<file path="config.mk">
export PLATFORM = sky130hd
export DESIGN_NAME = fcc_regs
export DESIGN_NICKNAME = d
export VERILOG_FILES = /design/src/logic/fcc_pkg.sv /design/src/logic/fcc_stretch.sv /design/src/logic/fcc_sleep.sv /design/src/logic/fcc_regs.sv
export VERILOG_INCLUDE_DIRS = /design/src /design/src/logic
export SDC_FILE = /design/constraint.sdc
export NUM_CORES = 1
export LEC_CHECK = 0
export ABC_AREA = 1
export BUFFER_PORTS_ARGS = -buffer_cell sky130_fd_sc_hd__buf_2
export CORE_MARGIN = 2
export CORE_UTILIZATION = 39
export DETAILED_ROUTE_END_ITERATION = 8
export SLEW_MARGIN = 20
export SYNTH_ARGS = -nofsm -noshare
export SYNTH_HDL_FRONTEND = slang
export SYNTH_SLANG_ARGS = --single-unit
</file>
<file path="constraint.sdc">
create_clock -name CLOCK -period 47.4 [get_ports CLOCK]
set_clock_uncertainty 0.1 [all_clocks]
set_input_delay 9.48 -clock CLOCK [delete_from_list [all_inputs] [get_ports CLOCK]]
set_output_delay 9.48 -clock CLOCK [all_outputs]
set_load 0.02 [all_outputs]
</file>
<file path="src/logic/fcc_consts.svh">
// Register offsets, field positions, reset values and timing counts
`ifndef FCC_CONSTS_SVH
`define FCC_CONSTS_SVH
`define FCC_ADDR_CFG6       8'h10
`define FCC_ADDR_CFG3       8'h78
`define FCC_ADDR_TMR_STAT   8'h79
`define FCC_ADDR_TMR_LIMIT  8'h7a
`define FCC_ADDR_TACH_PULSE 8'h7b
`define FCC_ADDR_CFG5       8'h7c
`define FCC_ADDR_CFG4       8'h7d
`define FCC_ADDR_TEST1      8'h7e
`define FCC_ADDR_TEST2      8'h7f
`define FCC_RST_CFG6        8'h00
`define FCC_RST_CFG3        8'h00
`define FCC_RST_TMR_LIMIT   8'h00
`define FCC_RST_TACH_PULSE  8'h55
`define FCC_RST_CFG5        8'h01
`define FCC_RST_CFG4        8'h00
`define FCC_RST_TEST        8'h00
`define FCC_BIT_R1_SLOW     0
`define FCC_BIT_LOC_SLOW    1
`define FCC_BIT_R2_SLOW     2
`define FCC_BIT_OT_MANUAL   3
`define FCC_BIT_FOLLOWER    4
`define FCC_BIT_LEADER      5
`define FCC_BIT_VLOW_SLEEP  6
`define FCC_BIT_EXTRA_SLOW  7
`define FCC_BIT_TWOS        0
`define FCC_SLOW_SHIFT      2
`define FCC_EXTRA_NUM       16'd1392
`define FCC_EXTRA_DEN       16'd1000
`define FCC_SPINUP_NS       2000000
`define FCC_CLK_NS          25
`define FCC_SPINUP_CYC      (`FCC_SPINUP_NS / `FCC_CLK_NS)
`endif

</file>
<file path="src/logic/fcc_pkg.sv">
// Types shared by the fan configuration register slice
package fcc_pkg;
   typedef struct packed {
      logic       wr_en;   // One-cycle write strobe
      logic       rd_en;   // One-cycle read strobe
      logic [7:0] addr;    // Register pointer
      logic [7:0] wdata;   // Write data
   } fcc_req_t;

   typedef struct packed {
      logic [2:0] slow_x4;     // Per-channel x4 smoothing stretch
      logic       extra;       // Extra 39.2 percent stretch
      logic       ot_manual;   // Overtemperature kept in manual mode
      logic       follower;    // Fan sync follower
      logic       leader;      // Fan sync leader
      logic       twos;        // Temperature format select
   } fcc_cfg_t;

   typedef enum logic [1:0] {FCC_RUN, FCC_SLEEP, FCC_SPIN} fcc_sleep_t;
endpackage

</file>
<file path="src/logic/fcc_stretch.sv">
// Smoothing interval stretch for one fan channel
`timescale 1ns/10ps
`default_nettype none
module fcc_stretch #(
   parameter int W = 16
) (
   input  wire logic [W-1:0] base_in,
   input  wire logic         slow_x4,
   input  wire logic         extra,
   output logic [W+3:0]      stretched
);
   import fcc_pkg::*;
`include "fcc_consts.svh"
   logic [W+3:0] quad;     // Base or base times four
   logic [W+15:0] prod;    // Quad times extra factor
   assign quad = slow_x4 ? ({4'h0, base_in} << `FCC_SLOW_SHIFT) : {4'h0, base_in};
   assign prod = {12'h000, quad} * `FCC_EXTRA_NUM / `FCC_EXTRA_DEN;
   assign stretched = extra ? prod[W+3:0] : quad;
endmodule
`default_nettype wire

</file>
<file path="src/logic/fcc_sleep.sv">
// Core-voltage-low sleep sequencer with spin-up on wake
`timescale 1ns/10ps
`default_nettype none
`include "fcc_consts.svh"
module fcc_sleep #(
   parameter int SPINUP_CYC = `FCC_SPINUP_CYC
) (
   input  wire logic CLOCK,
   input  wire logic RESET_N,
   input  wire logic enable,
   input  wire logic vlow,
   output logic      sleeping,
   output logic      spinning,
   output logic      wake_pulse
);
   import fcc_pkg::*;
   fcc_sleep_t   state_reg;   // Sequencer state
   logic [31:0]  cnt_reg;     // Spin-up counter
   wire go_sleep = enable && vlow;
   wire cnt_done = (cnt_reg == 32'(SPINUP_CYC - 1));
   // State sequencing
   always_ff @(posedge CLOCK or negedge RESET_N) begin
      if (!RESET_N) begin
         state_reg <= FCC_RUN;
         cnt_reg   <= 32'h0;
      end else begin
         unique case (state_reg)
            FCC_RUN: begin
               if (go_sleep) state_reg <= FCC_SLEEP;
            end
            FCC_SLEEP: begin
               cnt_reg <= 32'h0;
               if (!vlow) state_reg <= FCC_SPIN;
            end
            FCC_SPIN: begin
               cnt_reg <= cnt_reg + 32'h1;
               if (go_sleep) state_reg <= FCC_SLEEP;
               else if (cnt_done) state_reg <= FCC_RUN;
            end
         endcase
      end
   end
   assign sleeping   = (state_reg == FCC_SLEEP);
   assign spinning   = (state_reg == FCC_SPIN);
   assign wake_pulse = (state_reg == FCC_SLEEP) && !vlow;
endmodule
`default_nettype wire

</file>
<file path="src/logic/fcc_regs.sv">
// Fan controller configuration register slice
//
// Summary of operation
// - Remote one slow bit stretches fan one x4
// - Local slow bit stretches fan two x4
// - Remote two slow bit stretches fan three x4
// - Overtemperature active in manual only when enabled
// - Follower bit selects fan sync follower
// - Leader bit selects fan sync leader
// - Low core voltage sets status, alert, stops monitor
// - Recovery re-enables monitor, spins up fans
// - Extra bit stretches all intervals 39.2 percent
// - Overtemperature overrides every fan setting
// - Lock makes configuration six read-only
// - Configuration six resets to zero
// - Format bit selects twos or offset-64
// - Tach pulse setting sets pulses per measurement
`timescale 1ns/10ps
`default_nettype none
`include "fcc_consts.svh"
module fcc_regs #(
   parameter int SMOOTH_W   = 16,
   parameter int SPINUP_CYC = `FCC_SPINUP_CYC
) (
   input  wire logic                  CLOCK,
   input  wire logic                  RESET_N,
   input  wire fcc_pkg::fcc_req_t     REQ,
   output logic [7:0]                 RDATA,
   output logic                       RVALID,
   input  wire logic                  LOCK,
   input  wire logic                  MANUAL_MODE,
   input  wire logic                  OT_EVENT,
   input  wire logic                  VCORE_LOW,
   input  wire logic                  ALERT_ENABLE,
   input  wire logic [7:0]            TIMER_STATUS,
   input  wire logic [SMOOTH_W-1:0]   SMOOTH_BASE_1,
   input  wire logic [SMOOTH_W-1:0]   SMOOTH_BASE_2,
   input  wire logic [SMOOTH_W-1:0]   SMOOTH_BASE_3,
   output logic [SMOOTH_W+3:0]        SMOOTH_INT_1,
   output logic [SMOOTH_W+3:0]        SMOOTH_INT_2,
   output logic [SMOOTH_W+3:0]        SMOOTH_INT_3,
   output logic                       OT_PIN_ACTIVE,
   output logic                       FAN_FULL_OVERRIDE,
   output logic                       SYNC_FOLLOWER,
   output logic                       SYNC_LEADER,
   output logic                       VLOW_STATUS_SET,
   output logic                       SMBALERT_REQ,
   output logic                       HOT_MONITOR_EN,
   output logic                       SPINUP_REQ,
   output logic                       TEMP_TWOS,
   output logic [7:0]                 TACH_PULSES,
   output logic [7:0]                 TIMER_LIMIT
);
   import fcc_pkg::*;

   ////////////////////////////////////////////////////////////////////////////
   // Register storage
   logic [7:0] cfg6_reg;        // Smoothing, sync and sleep options
   logic [7:0] cfg3_reg;        // Configuration three
   logic [7:0] limit_reg;       // Overtemperature timer limit
   logic [7:0] tach_reg;        // Tach pulses per measurement
   logic [7:0] cfg5_reg;        // Configuration five
   logic [7:0] cfg4_reg;        // Configuration four
   logic [7:0] vcore_s1_reg;    // Core voltage low, first stage
   logic [7:0] vcore_s2_reg;    // Core voltage low, second stage
   logic       ot_s1_reg;       // Overtemperature, first stage
   logic       ot_s2_reg;       // Overtemperature, second stage
   logic       vlow_sync;       // Synchronised core voltage low

   ////////////////////////////////////////////////////////////////////////////
   // Write decode
   wire wr_cfg6  = REQ.wr_en && (REQ.addr == `FCC_ADDR_CFG6) && !LOCK;
   wire wr_cfg3  = REQ.wr_en && (REQ.addr == `FCC_ADDR_CFG3) && !LOCK;
   wire wr_limit = REQ.wr_en && (REQ.addr == `FCC_ADDR_TMR_LIMIT);
   wire wr_tach  = REQ.wr_en && (REQ.addr == `FCC_ADDR_TACH_PULSE);
   wire wr_cfg5  = REQ.wr_en && (REQ.addr == `FCC_ADDR_CFG5) && !LOCK;
   wire wr_cfg4  = REQ.wr_en && (REQ.addr == `FCC_ADDR_CFG4) && !LOCK;

   ////////////////////////////////////////////////////////////////////////////
   // Configuration register writes; test registers have no write path
   always_ff @(posedge CLOCK or negedge RESET_N) begin
      if (!RESET_N) begin
         cfg6_reg  <= `FCC_RST_CFG6;
         cfg3_reg  <= `FCC_RST_CFG3;
         limit_reg <= `FCC_RST_TMR_LIMIT;
         tach_reg  <= `FCC_RST_TACH_PULSE;
         cfg5_reg  <= `FCC_RST_CFG5;
         cfg4_reg  <= `FCC_RST_CFG4;
      end else begin
         if (wr_cfg6) cfg6_reg <= REQ.wdata;
         if (wr_cfg3) cfg3_reg <= REQ.wdata;
         if (wr_limit) limit_reg <= REQ.wdata;
         if (wr_tach) tach_reg <= REQ.wdata;
         if (wr_cfg5) cfg5_reg <= REQ.wdata;
         if (wr_cfg4) cfg4_reg <= REQ.wdata;
      end
   end

   ////////////////////////////////////////////////////////////////////////////
   // Two-stage synchronisers for the core voltage low and overtemperature levels
   always_ff @(posedge CLOCK or negedge RESET_N) begin
      if (!RESET_N) begin
         vcore_s1_reg <= 8'h00;
         vcore_s2_reg <= 8'h00;
         ot_s1_reg    <= 1'b0;
         ot_s2_reg    <= 1'b0;
      end else begin
         vcore_s1_reg <= {7'h00, VCORE_LOW};
         vcore_s2_reg <= vcore_s1_reg;
         ot_s1_reg    <= OT_EVENT;
         ot_s2_reg    <= ot_s1_reg;
      end
   end
   assign vlow_sync = vcore_s2_reg[0];

   ////////////////////////////////////////////////////////////////////////////
   // Decoded configuration
   fcc_cfg_t cfg;
   assign cfg.slow_x4   = cfg6_reg[`FCC_BIT_R2_SLOW:`FCC_BIT_R1_SLOW];
   assign cfg.extra     = cfg6_reg[`FCC_BIT_EXTRA_SLOW];
   assign cfg.ot_manual = cfg6_reg[`FCC_BIT_OT_MANUAL];
   assign cfg.follower  = cfg6_reg[`FCC_BIT_FOLLOWER];
   assign cfg.leader    = cfg6_reg[`FCC_BIT_LEADER];
   assign cfg.twos      = cfg5_reg[`FCC_BIT_TWOS];

   ////////////////////////////////////////////////////////////////////////////
   // Smoothing interval stretch per fan
   logic [SMOOTH_W+3:0] int1;   // Fan one interval
   logic [SMOOTH_W+3:0] int2;   // Fan two interval
   logic [SMOOTH_W+3:0] int3;   // Fan three interval
   fcc_stretch #(.W(SMOOTH_W)) u_st1 (
      .base_in   (SMOOTH_BASE_1),
      .slow_x4   (cfg.slow_x4[0]),
      .extra     (cfg.extra),
      .stretched (int1)
   );
   fcc_stretch #(.W(SMOOTH_W)) u_st2 (
      .base_in   (SMOOTH_BASE_2),
      .slow_x4   (cfg.slow_x4[1]),
      .extra     (cfg.extra),
      .stretched (int2)
   );
   fcc_stretch #(.W(SMOOTH_W)) u_st3 (
      .base_in   (SMOOTH_BASE_3),
      .slow_x4   (cfg.slow_x4[2]),
      .extra     (cfg.extra),
      .stretched (int3)
   );

   ////////////////////////////////////////////////////////////////////////////
   // Core voltage low sleep sequencing
   logic sleeping;     // Hot monitor suspended
   logic spinning;     // Spin-up after wake
   logic wake_pulse;   // Core voltage back above limit
   fcc_sleep #(.SPINUP_CYC(SPINUP_CYC)) u_sleep (
      .CLOCK      (CLOCK),
      .RESET_N    (RESET_N),
      .enable     (cfg6_reg[`FCC_BIT_VLOW_SLEEP]),
      .vlow       (vlow_sync),
      .sleeping   (sleeping),
      .spinning   (spinning),
      .wake_pulse (wake_pulse)
   );
   wire vlow_hit = cfg6_reg[`FCC_BIT_VLOW_SLEEP] && vlow_sync;

   ////////////////////////////////////////////////////////////////////////////
   // Read multiplexer
   logic [7:0] rd_mux;
   always_comb begin
      unique case (REQ.addr)
         `FCC_ADDR_CFG6:       rd_mux = cfg6_reg;
         `FCC_ADDR_CFG3:       rd_mux = cfg3_reg;
         `FCC_ADDR_TMR_STAT:   rd_mux = TIMER_STATUS;
         `FCC_ADDR_TMR_LIMIT:  rd_mux = limit_reg;
         `FCC_ADDR_TACH_PULSE: rd_mux = tach_reg;
         `FCC_ADDR_CFG5:       rd_mux = cfg5_reg;
         `FCC_ADDR_CFG4:       rd_mux = cfg4_reg;
         `FCC_ADDR_TEST1:      rd_mux = `FCC_RST_TEST;
         `FCC_ADDR_TEST2:      rd_mux = `FCC_RST_TEST;
         default:              rd_mux = 8'h00;
      endcase
   end

   ////////////////////////////////////////////////////////////////////////////
   // Registered outputs
   always_ff @(posedge CLOCK or negedge RESET_N) begin
      if (!RESET_N) begin
         RDATA             <= 8'h00;
         RVALID            <= 1'b0;
         SMOOTH_INT_1      <= '0;
         SMOOTH_INT_2      <= '0;
         SMOOTH_INT_3      <= '0;
         OT_PIN_ACTIVE     <= 1'b0;
         FAN_FULL_OVERRIDE <= 1'b0;
         SYNC_FOLLOWER     <= 1'b0;
         SYNC_LEADER       <= 1'b0;
         VLOW_STATUS_SET   <= 1'b0;
         SMBALERT_REQ      <= 1'b0;
         HOT_MONITOR_EN    <= 1'b1;
         SPINUP_REQ        <= 1'b0;
         TEMP_TWOS         <= 1'b1;
         TACH_PULSES       <= `FCC_RST_TACH_PULSE;
         TIMER_LIMIT       <= `FCC_RST_TMR_LIMIT;
      end else begin
         RDATA             <= REQ.rd_en ? rd_mux : RDATA;
         RVALID            <= REQ.rd_en;
         SMOOTH_INT_1      <= int1;
         SMOOTH_INT_2      <= int2;
         SMOOTH_INT_3      <= int3;
         OT_PIN_ACTIVE     <= !MANUAL_MODE || cfg.ot_manual;
         FAN_FULL_OVERRIDE <= ot_s2_reg;
         SYNC_FOLLOWER     <= cfg.follower;
         SYNC_LEADER       <= cfg.leader;
         VLOW_STATUS_SET   <= vlow_hit;
         SMBALERT_REQ      <= vlow_hit && ALERT_ENABLE;
         HOT_MONITOR_EN    <= !(sleeping && !wake_pulse) && !vlow_hit;
         SPINUP_REQ        <= spinning || wake_pulse;
         TEMP_TWOS         <= cfg.twos;
         TACH_PULSES       <= tach_reg;
         TIMER_LIMIT       <= limit_reg;
      end
   end
endmodule
`default_nettype wire

</file>
Yosys cells after proc, flatten, opt, wreduce, memory -nomap -nowiden

Index checks and enable logic that the tools add are counted.

Add/sub/neg operators: 1
Multiply operators: 3
Divide/modulo/power cells: 3
Eq/ne operators: 13
Muxes and demuxes: 13
Reduce and logical (&&, ||, !) cells: 26

Operator list:

| kind                     | count |
|---|---|
| $div A31 B10 Y32 const B | 3 |
| $mul A20 B7 Y27 const B  | 3 |
| $pmux W32 S2             | 1 |
| $mux W20                 | 3 |
| $pmux W8 S7              | 1 |
| $mux W18                 | 3 |
| $eq A8 B7 Y1 const B     | 6 |
| $add A32 B1 Y32 const B  | 1 |
| $eq A32 B17 Y1 const B   | 1 |
| $logic_and A1 B1 Y1      | 15 |
| $eq A8 B5 Y1 const B     | 1 |
| $mux W2                  | 4 |
| $logic_not A1 Y1         | 6 |
| $pmux W2 S3              | 1 |
| $ne A2 B2 Y1 const B     | 2 |
| $ne A3 B1 Y1 const B     | 1 |
| $reduce_and A3 Y1        | 1 |
| $eq A2 B1 Y1 const B     | 1 |
| $eq A2 B2 Y1 const B     | 1 |
| $logic_not A2 Y1         | 1 |
| $logic_or A1 B1 Y1       | 2 |
| $reduce_bool A2 Y1       | 1 |

Bits in registers: 180
Input port bits: 81
Output and inout port bits: 94
Logic and storage cells: 87

Logic depth before layout (Yosys ltp)

Depth after elaboration: 6
Depth in mapped cells: 189
Mapped depth without buffers: 182

Cells and area by module

From an unflattened synthesis, not the netlist that was laid out.

Cells, all modules: 8881
Area, all modules: 56882.1 um^2

By module, submodules not included:

| module                   | times used | cells each | area an instance (um^2) | seq. area each (um^2) |
|---|---|---|---|---|
| fcc_stretch at u_st1 ... | 2          | 2693       | 15956.6                 | 0.0 |
| fcc_stretch at u_st3     | 1          | 2741       | 17614.4                 | 0.0 |
| fcc_regs                 | 1          | 445        | 5190.0                  | 3667.3 |
| fcc_sleep                | 1          | 309        | 2164.6                  | 850.8 |

Worst setup path after synthesis

OpenSTA, ideal clock, no wires.

Path kind: in2reg
Start point: in SMOOTH_BASE_2[6]
End point: reg SMOOTH_INT_2[0]
Setup time: 0.117 ns
Arrival: 27.687 ns
Data required time: 47.183 ns
Path slack: 19.496 ns
Cell stages on the path: 156
Path buffers: 18
Path through: inv_1 > o21ai_0 > ha_1 > fa_1 > fa_1 > inv_1 > fa_1 > inv_1 > ha_1 > a21oi_1 > o21ai_1 > a21oi_2 > nand2_2 > xor2_2 > nand3_2 > nor2_1 > nand3_1 > nand2_2 > [120 not listed] > nor2_4 > nand2_2 > o21bai_4 > buf_4 > nand2_1 > nand2_1 > ha_1 > inv_1 > nor3_1 > nand3_2 > nand2_4 > nand2_1 > nand2_1 > nand2_1 > nor2_1 > nand3_1 > nor2_1 > nor2_1

Longest elaborated chain between the ends: 4

RTL lines:

| what                              | line              | text |
|---|---|---|
| start, declared                   | fcc_regs.sv:37    | `input wire logic [SMOOTH_W-1:0] SMOOTH_BASE_2,` |
| $mux W18                          | fcc_stretch.sv:16 | `` assign quad = slow_x4 ? ({4'h0, base_in} << `FCC_SLOW_SHIFT) : {4'h0, base_in}; `` |
| $mul A20 B7 Y27 (no source line)  | --                |  |
| $div A31 B10 Y32 (no source line) | --                |  |
| $mux W20                          | fcc_stretch.sv:18 | `assign stretched = extra ? prod[W+3:0] : quad;` |
| via int2[0]                       | fcc_regs.sv:129   | `logic [SMOOTH_W+3:0] int2;` |
| end signal, assigned              | fcc_regs.sv:208   | `SMOOTH_INT_2 <= int2;` |
| end, declared                     | fcc_regs.sv:40    | `output logic [SMOOTH_W+3:0] SMOOTH_INT_2,` |

The timed path passes the listed nets, and every way through them passes these cells.
A chain may end at the register's enable or synchronous reset.

Final worst setup path

Start point: in SMOOTH_BASE_1[8]
End point: reg SMOOTH_INT_1[0]

Longest elaborated chain between the ends: 4

RTL lines:

| what                              | line              | text |
|---|---|---|
| start, declared                   | fcc_regs.sv:36    | `input wire logic [SMOOTH_W-1:0] SMOOTH_BASE_1,` |
| $mux W18                          | fcc_stretch.sv:16 |  |
| $mul A20 B7 Y27 (no source line)  | --                |  |
| $div A31 B10 Y32 (no source line) | --                |  |
| $mux W20                          | fcc_stretch.sv:18 |  |
| via int1[0]                       | fcc_regs.sv:128   | `logic [SMOOTH_W+3:0] int1;` |
| end signal, assigned              | fcc_regs.sv:207   | `SMOOTH_INT_1 <= int1;` |
| end, declared                     | fcc_regs.sv:39    | `output logic [SMOOTH_W+3:0] SMOOTH_INT_1,` |

The timed path passes the listed nets, and every way through them passes these cells.

==> flow_summary.json <==
{
  "yosysUniqueCellTypes": 91,
  "start_util": 0.3922,
  "drc_errors": 0,
  "r2r-start": "cfg6_reg[0]",
  "cts_htree_levels": 4,
  "critical_path_arrival_ps": 35340,
  "clk_path_buf_depth": 2,
  "fmax_mhz": 28.56,
  "hold_depth": 0,
  "tightest_slew_ps": 1048,
  "avgSynthCellArea_um2": 5.960,
  "synth-simple-area-share": 0.5496,
  "maxCapViolCount": 0,
  "synth_mux_area_frac": 0.0007898,
  "cp-end-kind": "flop",
  "worstPathMaxFanout": 25,
  "crit_type": "in -> reg",
  "synth_flop_cell": "dfrtp_1",
  "grt_max_degree": 84,
  "period_needed_ps": 35010,
  "clkTransAtPathRegs_ps": 100,
  "ant_nets": 0,
  "synth-compound-area-share": 0.07952,
  "postCtsHoldBufs": 0,
  "reg2reg_depth": 143,
  "drive_gt1_frac": 0.1824,
  "grt_pass1_wl_mm": 276.7,
  "wl_per_cell_um": 15.59,
  "track_usage": 0.2369,
  "netlist_instances": 9037,
  "ys_ff_latch": 180,
  "synth_top_family_by_area": "simple AND/OR/NAND/NOR gates",
  "reg2reg_to": "SMOOTH_INT_1[0]",
  "fin_setup_tns_ps": 0,
  "port-buffer-count": 174,
  "cts-root-buf": "clkbuf_16",
  "cpMostUsedCell": "nand2_1",
  "overflow": 0,
  "yosys_warnings": 0,
  "final_cell_mix": "2489 x nand2_1, 1231 x inv_1, 1079 x nand3_1, 762 x nor2_1, 577 x nand2_2",
  "gp_congestion": 0.9362,
  "setup_viol": 0,
  "core-area_um2": 137300,
  "rows": 136,
  "largest_reg_flops": 32,
  "drt_wl_total_mm": 170.2,
  "antenna_found_initial": 3,
  "final_common_cell": "nand2_1",
  "drt_iter0_markers": 3896,
  "cts_tree": "built",
  "outcome": "finished clean",
  "hold_viol": 0,
  "fp.dieArea_um2": 141100,
  "min_path_type": "reg -> reg",
  "cts_resized": 0,
  "slowest_stage": "o21bai_2",
  "via_per_inst": 5.169,
  "post_cts_buffers": 0,
  "final_nets": 9575,
  "synth_edf_count": 0,
  "max_stage_delay_ps": 610,
  "yosys.area_share.xor_xnor": 0.04929,
  "hpwl_mm": 141.6,
  "area_growth_pct": 4.537,
  "slew_viol_final": 0,
  "die_h_um": 375.6,
  "synthArstFlopShare": 1.000,
  "numCtsBuffers": 17,
  "grt_pass1_vias": 52712,
  "r2r_setup_slack_ps": 19640,
  "synth-seq-area-share": 0.08388,
  "min_to": "FAN_FULL_OVERRIDE",
  "synth_area_um2": 53860,
  "period_share": 0.7387,
  "num_vias": 56439,
  "worstHoldStart": "ot_s2_reg",
  "io_pins": 175,
  "synth-adder-area-share": 0.1074,
  "clock_sinks": 180,
  "cp.required_ps": 47730,
  "grt_setup_unrepaired": "false",
  "slew_headroom": 0.2965,
  "first_pass_iters": 7,
  "worstSetupStartpointType": "input pin",
  "syn_nets": 9501,
  "die_w_um": 375.6,
  "clk_latency_ps": 550
}
## cell families after synthesis
kind of cell             count (synthesis)
multiplexers                             4
AO/OA/AOI/OAI                          713
flip-flops                             180
buffers and inverters                 1562
XOR/XNOR                               298
adder cells (fa/ha/maj)                383
AND/OR/NAND/NOR                       5897
## cell usage after synthesis (42+ instances only)
library cell,count,area (µm²)
a21oi_1,188,940.9
buf_6,42,473.0
dfrtp_1,169,4229
fa_1,132,2643
ha_1,251,3141
inv_1,1232,4624
inv_2,119,446.7
nand2_1,2489,9343
nand2_2,577,3610
nand2_4,165,1858
nand3_1,1079,5400
nand3_2,140,1401
nand3b_1,47,352.8
nand4_1,212,1326
nor2_1,763,2864
nor2_2,157,982.2
nor2_4,62,698.2
nor3_1,80,400.4
o21ai_0,292,1461
o21ai_1,45,225.2
xnor2_1,66,578.1
xor2_1,226,1979
## layout make-up
cell class                 instances  area (µm²)
fill                           14970       81020
tap                             1794        2245
clock buffer                      18       439.2
antenna                            1       2.502
sequential                       180        4522
clock inverter                    14       207.7
inverter                        1412        5409
timing repair buffer             205        1114
multi-input combinational       7295       42370
## critical path, delay by kind of cell
kind | cells | cell delay (ps)
compound gates | 11 | 4270
xor+xnor | 2 | 760
fa+ha+maj | 5 | 2300
buf+inv | 15 | 2080
simple gates | 110 | 16270
## metrics by stage
step | std cells | hold WS, ps | setup slack, ps | utilization | cell area [µm²]
CTS | 10918 | 259.5 | 12470 | 0.4100 | 56300
finish | 10919 | 254.6 | 12390 | 0.4100 | 56310
global placement | 10886 | 232.0 | 11540 | 0.4053 | 55660
floorplan | 9037 | 231.2 | 19500 | - | 53860
global route | 10918 | 257.7 | 9752 | 0.4100 | 56300
detailed placement | 10886 | 237.9 | 11900 | 0.4053 | 55660
## routing by layer
layer  vias up  wire length (µm)  track usage
met5         -                13            0
met4         2              3688      0.05857
met3       169              7213      0.02054
met2      1286             76100       0.3863
li1      28915                 -            -
met1     26067             83180       0.3348
## how the worst max path moves through the flow
| stage | from | end | slack [ps] | cells past startpoint |
|---|---|---|---|---|
| 2_1_floorplan | SMOOTH_BASE_2[6] | SMOOTH_INT_2[0] | 19500 | 156 |
| 3_3_place_gp | SMOOTH_BASE_1[13] | SMOOTH_INT_1[0] | 11540 | 153 |
| 3_5_place_dp | SMOOTH_BASE_1[8] | SMOOTH_INT_1[0] | 11900 | 146 |
| 4_1_cts | SMOOTH_BASE_1[8] | SMOOTH_INT_1[0] | 12470 | 146 |
| 5_1_grt | SMOOTH_BASE_1[8] | SMOOTH_INT_1[0] | 9750 | 148 |
| 6_report | SMOOTH_BASE_1[8] | SMOOTH_INT_1[0] | 12390 | 143 |
Power is not shown: default switching activity piles up to over one toggle a cycle in this logic, so the estimate is an artifact.
